==> src/logic/segment_protector_consts.vh <==
/*
 constants for the main memory segment protector: password, reset values,
 address map and field widths.
 assumes a 16-bit memory address bus and a main memory ending at ffffh.
*/
`ifndef SEGMENT_PROTECTOR_CONSTS_VH
`define SEGMENT_PROTECTOR_CONSTS_VH

`define ADDR_W 16
`define BORDER_W 5
`define PAGE_COUNT 32
`define PASSWORD_W 8
`define PASSWORD_KEY 8'hA5
`define MAIN_START_DEFAULT 16'hC000
`define MAIN_END_DEFAULT 16'hFFFF
`define PAGE_SHIFT_DEFAULT 9
`define INFO_START_DEFAULT 16'h1800
`define INFO_END_DEFAULT 16'h19FF
`define RIGHTS_W 3
`define RIGHT_READ 0
`define RIGHT_WRITE 1
`define RIGHT_EXEC 2
`define RIGHTS_OPEN 3'h7
`define BORDER_RESET 5'h00
`define ENABLE_RESET 1'b0
`define SEG_NONE 2'h0
`define SEG_ONE 2'h1
`define SEG_TWO 2'h2
`define SEG_THREE 2'h3

`endif

==> src/logic/segment_classifier.v <==
/*
 combinational classifier: maps a bus address to a main memory segment
 from the two page borders.
 assumes the page shift matches the implemented main memory size.
*/
`timescale 1ns/1ps
`include "segment_protector_consts.vh"

module segment_classifier
#(
   parameter ADDR_W = `ADDR_W,
   parameter [15:0] MAIN_START = `MAIN_START_DEFAULT,
   parameter [15:0] MAIN_END = `MAIN_END_DEFAULT,
   parameter PAGE_SHIFT = `PAGE_SHIFT_DEFAULT
)
(
   input wire [ADDR_W-1:0] address,
   input wire [`BORDER_W-1:0] lower_border,
   input wire [`BORDER_W-1:0] upper_border,
   output reg [1:0] segment
);
   wire in_main;
   wire [ADDR_W-1:0] offset;
   wire [`BORDER_W-1:0] page;

   assign in_main = (address >= MAIN_START) && (address <= MAIN_END);
   assign offset = address - MAIN_START;
   // five top bits of the offset pick one of 32 pages
   assign page = offset[PAGE_SHIFT+`BORDER_W-1:PAGE_SHIFT];

   always @*
   begin
      if (!in_main)
         segment = `SEG_NONE;
      else if (page < lower_border && page < upper_border)
         segment = `SEG_ONE;
      else if (page >= upper_border)
         // equal borders leave no room for segment two
         segment = `SEG_THREE;
      else
         segment = `SEG_TWO; // border page belongs above it
   end
endmodule

==> src/logic/segment_protector.v <==
/*
 main memory segment protector: password-guarded configuration, segment
 lookup on the memory address bus and a registered access verdict.
 assumes the core drives address, fetch and write strobes synchronous to
 CLOCK and that RESETN is the brown-out reset.
*/
`timescale 1ns/1ps
`include "segment_protector_consts.vh"

// How it works
// while enabled, writes to read-only and fetches from no-exec segments are blocked.
// with the enable bit clear, every access is allowed.
// after brown-out reset, no segments and full access everywhere.
// main memory splits into up to three segments with own rights.
// information memory has its own independent rights.
// configuration changes only with the correct password.
// lower and upper borders are five-bit fields of the border register.
// one page is one thirty-second of main memory.
// segments run start-to-lower, lower-to-upper, upper-to-end.
// each bus address is compared against both borders.
// equal borders give only two segments.
// each border field gives the five top bits of the border address.
// main memory is always 32 pages, zero to thirty-one.
// an address at the lower border is in segment two.
// addresses outside main and information memory go unchecked.
module segment_protector
#(
   parameter ADDR_W = `ADDR_W,
   parameter [15:0] MAIN_START = `MAIN_START_DEFAULT,
   parameter [15:0] MAIN_END = `MAIN_END_DEFAULT,
   parameter PAGE_SHIFT = `PAGE_SHIFT_DEFAULT,
   parameter [15:0] INFO_START = `INFO_START_DEFAULT,
   parameter [15:0] INFO_END = `INFO_END_DEFAULT
)
(
   input wire CLOCK,
   input wire RESETN,
   input wire CONFIG_WRITE,
   input wire [`PASSWORD_W-1:0] CONFIG_PASSWORD,
   input wire CONFIG_ENABLE,
   input wire [`BORDER_W-1:0] CONFIG_LOWER_BORDER,
   input wire [`BORDER_W-1:0] CONFIG_UPPER_BORDER,
   input wire [`RIGHTS_W-1:0] CONFIG_SEG1_RIGHTS,
   input wire [`RIGHTS_W-1:0] CONFIG_SEG2_RIGHTS,
   input wire [`RIGHTS_W-1:0] CONFIG_SEG3_RIGHTS,
   input wire [`RIGHTS_W-1:0] CONFIG_INFO_RIGHTS,
   input wire [ADDR_W-1:0] MEMORY_ADDRESS_BUS,
   input wire ACCESS_VALID,
   input wire ACCESS_WRITE,
   input wire ACCESS_FETCH,
   output reg PROTECTION_ENABLE,
   output reg [`BORDER_W-1:0] LOWER_BORDER_FIELD,
   output reg [`BORDER_W-1:0] UPPER_BORDER_FIELD,
   output reg CONFIG_REJECTED,
   output reg [1:0] ACCESS_SEGMENT,
   output reg ACCESS_INFO,
   output reg ACCESS_ALLOWED,
   output reg ACCESS_BLOCKED
);
   localparam SEGMENTS = 3;
   localparam TABLE_W = (SEGMENTS + 1) * `RIGHTS_W;
   localparam IN_W = SEGMENTS * `RIGHTS_W;

   wire [IN_W-1:0] rights_in;
   wire [TABLE_W-1:0] rights_table;
   reg [`RIGHTS_W-1:0] info_rights_q;
   reg [`RIGHTS_W-1:0] info_rights_d;
   reg enable_d;
   reg [`BORDER_W-1:0] lower_d;
   reg [`BORDER_W-1:0] upper_d;
   reg rejected_d;
   reg [`RIGHTS_W-1:0] rights;
   reg checked;
   reg violation;
   reg [1:0] segment_d;
   reg info_d;
   reg allowed_d;
   reg blocked_d;
   wire [1:0] segment;
   wire in_info;
   wire key_ok;
   wire config_load;
   genvar g;

   segment_classifier
   #(
      .ADDR_W(ADDR_W),
      .MAIN_START(MAIN_START),
      .MAIN_END(MAIN_END),
      .PAGE_SHIFT(PAGE_SHIFT)
   )
   u_classifier
   (
      .address(MEMORY_ADDRESS_BUS),
      .lower_border(LOWER_BORDER_FIELD),
      .upper_border(UPPER_BORDER_FIELD),
      .segment(segment)
   );

   assign in_info = (MEMORY_ADDRESS_BUS >= INFO_START) &&
      (MEMORY_ADDRESS_BUS <= INFO_END);
   assign key_ok = (CONFIG_PASSWORD == `PASSWORD_KEY);
   // a write with the wrong key changes no configuration, it only raises CONFIG_REJECTED
   assign config_load = CONFIG_WRITE && key_ok;
   assign rights_in = {CONFIG_SEG3_RIGHTS, CONFIG_SEG2_RIGHTS,
      CONFIG_SEG1_RIGHTS};

   // one rights register per segment; slot zero is a fixed open entry, but
   // the lookup never indexes it: an unmapped address skips the table
   generate
      for (g = 0; g <= SEGMENTS; g = g + 1)
      begin : seg_entry
         if (g == 0)
         begin : open_slot
            assign rights_table[`RIGHTS_W-1:0] = `RIGHTS_OPEN;
         end
         else
         begin : held_slot
            reg [`RIGHTS_W-1:0] rights_q;
            always @(posedge CLOCK or negedge RESETN)
            begin
               if (!RESETN)
                  rights_q <= `RIGHTS_OPEN;
               else if (config_load)
                  rights_q <= rights_in[(g-1)*`RIGHTS_W +: `RIGHTS_W];
            end
            assign rights_table[g*`RIGHTS_W +: `RIGHTS_W] = rights_q;
         end
      end
   endgenerate

   // next configuration; all fields move together on an accepted write
   always @*
   begin
      enable_d = PROTECTION_ENABLE;
      lower_d = LOWER_BORDER_FIELD;
      upper_d = UPPER_BORDER_FIELD;
      info_rights_d = info_rights_q;
      rejected_d = CONFIG_WRITE && !key_ok;
      if (config_load)
      begin
         enable_d = CONFIG_ENABLE;
         lower_d = CONFIG_LOWER_BORDER;
         upper_d = CONFIG_UPPER_BORDER;
         info_rights_d = CONFIG_INFO_RIGHTS;
      end
   end

   // configuration; reset is the brown-out reset, leaving everything open
   always @(posedge CLOCK or negedge RESETN)
   begin
      if (!RESETN)
      begin
         PROTECTION_ENABLE <= `ENABLE_RESET;
         LOWER_BORDER_FIELD <= `BORDER_RESET;
         UPPER_BORDER_FIELD <= `BORDER_RESET;
         info_rights_q <= `RIGHTS_OPEN;
         CONFIG_REJECTED <= 1'b0;
      end
      else
      begin
         PROTECTION_ENABLE <= enable_d;
         LOWER_BORDER_FIELD <= lower_d;
         UPPER_BORDER_FIELD <= upper_d;
         info_rights_q <= info_rights_d;
         CONFIG_REJECTED <= rejected_d;
      end
   end

   // rights lookup; entry zero is never read, unmapped addresses default to open
   always @*
   begin
      rights = `RIGHTS_OPEN;
      checked = 1'b0;
      if (segment != `SEG_NONE)
      begin
         rights = rights_table[segment*`RIGHTS_W +: `RIGHTS_W];
         checked = 1'b1;
      end
      else if (in_info)
      begin
         rights = info_rights_q;
         checked = 1'b1;
      end
      // disabled unit checks nothing; unmapped passes
      violation = PROTECTION_ENABLE && checked && ACCESS_VALID &&
         ((ACCESS_WRITE && !rights[`RIGHT_WRITE]) ||
         (ACCESS_FETCH && !rights[`RIGHT_EXEC]) ||
         (!ACCESS_WRITE && !ACCESS_FETCH && !rights[`RIGHT_READ]));
   end

   // verdict; a blocked access still reports its segment, so the core can
   // tell which border setting caught it
   always @*
   begin
      segment_d = `SEG_NONE;
      info_d = 1'b0;
      allowed_d = 1'b0;
      blocked_d = violation;
      if (ACCESS_VALID)
      begin
         segment_d = segment;
         info_d = in_info;
         allowed_d = !violation;
      end
   end

   // verdict registered one cycle after the access is presented
   always @(posedge CLOCK or negedge RESETN)
   begin
      if (!RESETN)
      begin
         ACCESS_SEGMENT <= `SEG_NONE;
         ACCESS_INFO <= 1'b0;
         ACCESS_ALLOWED <= 1'b0;
         ACCESS_BLOCKED <= 1'b0;
      end
      else
      begin
         ACCESS_SEGMENT <= segment_d;
         ACCESS_INFO <= info_d;
         ACCESS_ALLOWED <= allowed_d;
         ACCESS_BLOCKED <= blocked_d;
      end
   end
endmodule

==> config.mk <==
export PLATFORM = sky130hd
export DESIGN_NAME = segment_protector
export DESIGN_NICKNAME = d
export VERILOG_FILES = /design/src/logic/segment_classifier.v /design/src/logic/segment_protector.v
export VERILOG_INCLUDE_DIRS = /design/src /design/src/logic
export SDC_FILE = /design/constraint.sdc
export NUM_CORES = 1
export LEC_CHECK = 0
export BUFFER_PORTS_ARGS = -buffer_cell sky130_fd_sc_hd__buf_2
export CORE_ASPECT_RATIO = 1.25
export CORE_MARGIN = 2
export CORE_UTILIZATION = 35
export CTS_CLUSTER_DIAMETER = 60
export CTS_CLUSTER_SIZE = 14
export DETAILED_ROUTE_END_ITERATION = 10
export PLACE_DENSITY = 0.62
export SKIP_CTS_REPAIR_TIMING = 1
export SYNTH_ARGS = -nofsm -noshare
export SYNTH_HDL_FRONTEND = slang
export SYNTH_SLANG_ARGS = --single-unit
==> constraint.sdc <==
create_clock -name CLOCK -period 5.9 [get_ports CLOCK]
set_input_delay 0.885 -clock CLOCK [delete_from_list [all_inputs] [get_ports CLOCK]]
set_output_delay 0.885 -clock CLOCK [all_outputs]
set_load 0.02 [all_outputs]
==> impl_metrics.yaml <==
placement:
  portBuffers: 60
  dp_hpwl_um: 2510
  place_congestion: 0.813
  placed_area_um2: 1930
power:
  internal-power_w: 0.000382
  power_density_nw_per_um2: 242
  seqPwrFrac_pct: 43.4
  swShare_pct: 23.2
  ir_drop_mv: 0.130
  total_leakage_power_nw: 1.02
  p_sw_w: 0.000115
  clockPowerShare_pct: 42.3
  pwr-share-comb_pct: 14.3
logic_synthesis:
  synth_top_area_share_pct: 26.8
  syn_area_per_cell_um2: 12.4
  synth_area_um2: 1590
  synth.ff_latch_count: 29
  ys_seq_area_share_pct: 46.7
  yosys-top-cells-area: "dfrtp_1 27%, dfstp_2 20%, mux2_2 16%"
  yosysTopAreaCell: "dfrtp_1"
  synthCells: 128
  ys_types: 41
  syn_nets: 190
  yosys_warnings: 0
  yosys_most_used_dff: "dfrtp_1"
  synth_edf_count: 0
  synthArstFlopShare_pct: 100
floorplanning:
  pin_count: 70
  core.rowCount: 27
  die_area_um2: 5090
  initial_core_util_pct: 36.1
  die_width_um: 64.2
  core_um2: 4390
  die_y_um: 79.2
clocking:
  cts-root-buf: "clkbuf_8"
  cts_tree: "done"
  clockBufferDepth: 2
  cts_buffers: 5
  cts_sinks: 29
  htree_num_levels: 2
  clk_pin_slew_ns: 0.06
  clk_latency_ns: 0.28
timing:
  tightest_slew_ns: 1.13
  skew_ns: 0.00522
  fmax_mhz: 373
  hold_violations: 0
  slew_violations: 0
  setup_viol: 0
  layout_min_cycle_time_ns: 2.68
  relSlewSlack_pct: 24.1
  fin_setup_tns_ns: 0
  fin_crit_sh_pct: 45.4
  rsz0062_at_grt: "false"
routing:
  first_pass_iters: 4
  drt_iter0_drc: 20
  wl_per_cell_um: 12.8
  postRouteAntennaNets: 0
  vias_per_cell: 4.86
  vias: 1216
  drc_errors: 0
  wl_um: 3200
global_routing:
  busiest_layer: "met2"
  grt_pass1_vias: 1243
  grt_antenna_before_repair: 0
  met3_usage_pct: 4.67
  grt.total_usage_pct: 14.0
  grt_pass1_wl_um: 5510
  globalRouteOverflowTotal: 0
  use_met2_pct: 23.2
  grt.met1_usage_pct: 16.5
  grt_max_degree: 30
worst_setup_path:
  crit_arrival_ns: 2.84
  required_ns: 6.06
  critPathMaxFanout: 23
  path_class: "in2reg"
  critPathLaunch: "CONFIG_PASSWORD[4]"
  timing.rr.start: "UPPER_BORDER_FIELD[2]"
  critPathLaunchType: "input port"
  end_kind: "flop"
worst_hold_path:
  holdCritStartpoint: "UPPER_BORDER_FIELD[2]"
  min_path_type: "reg2reg"
final_layout:
  syn_to_final_growth_pct: 29.4
  finalNetCount: 253
  stdcell_area_um2: 2050
  layout_common_cells: "60 x buf_2, 23 x mux2_2, 17 x dfrtp_1"
  layout_commonest_cell: "buf_2"
  drive_gt1_share_pct: 58.3
  insertedDiodeCount: 0
outcome:
  outcome: "completed"
job:
  max_cap_viol_count: 0
==> synthesized netlist by cell type, types with 2 or more instances <==
| cell type | n |
|---|---|
| mux2_2 | 23 |
| dfrtp_1 | 17 |
| dfstp_2 | 12 |
| inv_1 | 12 |
| ha_1 | 9 |
| nand2_1 | 5 |
| a21oi_1 | 4 |
| and2_1 | 3 |
| a21boi_0 | 2 |
| a21oi_2 | 2 |
| clkbuf_1 | 2 |
| nor4_1 | 2 |
| nor4bb_1 | 2 |
| o211a_1 | 2 |
| o21a_1 | 2 |
| o21ai_1 | 2 |
| o221ai_1 | 2 |
| or3_1 | 2 |
==> layout make-up <==
cell class                 count  area, um2
sequential                    29        741
multi-input combinational     83        776
fill                         449       2340
clock inverter                 1       30.0
clock buffer                   7       86.3
timing repair buffer          60        300
inverter                      12       45.0
tap                           58       72.6
==> state kept, by name, indices dropped and copies added (netlist names) <==
register and cells:
CONFIG_REJECTED 1, UPPER_BORDER_FIELD 5, ACCESS_SEGMENT 2, seg_entry.held_slot.rights_q 9, ACCESS_ALLOWED 1, PROTECTION_ENABLE 1, LOWER_BORDER_FIELD 5, info_rights_q 3
ACCESS_INFO 1, ACCESS_BLOCKED 1
==> critical path: stages <==
cell      delay [ns]
buf_2           0.10
nor4bb_1        0.38
nand3_1         0.88
mux2_2          0.59
==> final timing paths <==
kind | slack, ns | depth (start not counted) | end
min in group asynchronous | 0.61 | 1 | LOWER_BORDER_FIELD[1]
min reg2reg | 0.53 | 1 | UPPER_BORDER_FIELD[2]
max reg2reg | 3.66 | 9 | ACCESS_ALLOWED
max | 3.22 | 4 | PROTECTION_ENABLE
min | 0.53 | 1 | UPPER_BORDER_FIELD[2]
max in group asynchronous | 4.86 | 1 | PROTECTION_ENABLE
==> power by group through the flow <==
stage                     clock (W)  sequential (W)  combinational [W]
after floorplan                   0        0.000224          0.0000360
after global placement            0        0.000219          0.0000711
after detailed placement          0        0.000219          0.0000724
after CTS                  0.000216        0.000216          0.0000726
after global routing       0.000225        0.000217          0.0000805
final                      0.000210        0.000216          0.0000712
==> cell families after synthesis <==
kind of cell	Yosys count	synth area share [%]
buf+inv	16	4.34
fa+ha+maj	9	7.10
mux	23	16.3
compound gates	28	15.9
simple gates	23	9.55
flops	29	46.7
==> per-stage QoR <==
stage | hold slack, ns | total power, W | setup WS (ns) | utilization, % | std cells
floorplan | 0.589 | 0.000260 | 3.39 | - | 128
global placement | 0.513 | 0.000290 | 2.98 | 44.0 | 242
detailed placement | 0.517 | 0.000292 | 2.85 | 44.0 | 242
CTS | 0.534 | 0.000505 | 3.15 | 46.7 | 250
global route | 0.555 | 0.000523 | 2.93 | 46.7 | 250
finish | 0.528 | 0.000497 | 3.22 | 46.7 | 250
==> layer usage <==
layer	up-vias	routed length, um	part of all wire [%]
met5	-	0	0
met3	8	252	7.9
met4	0	69	2.2
li1	603	-	-
met2	45	1520	48
met1	560	1360	42
No activity file was read; power rests on OpenSTA's default activity.
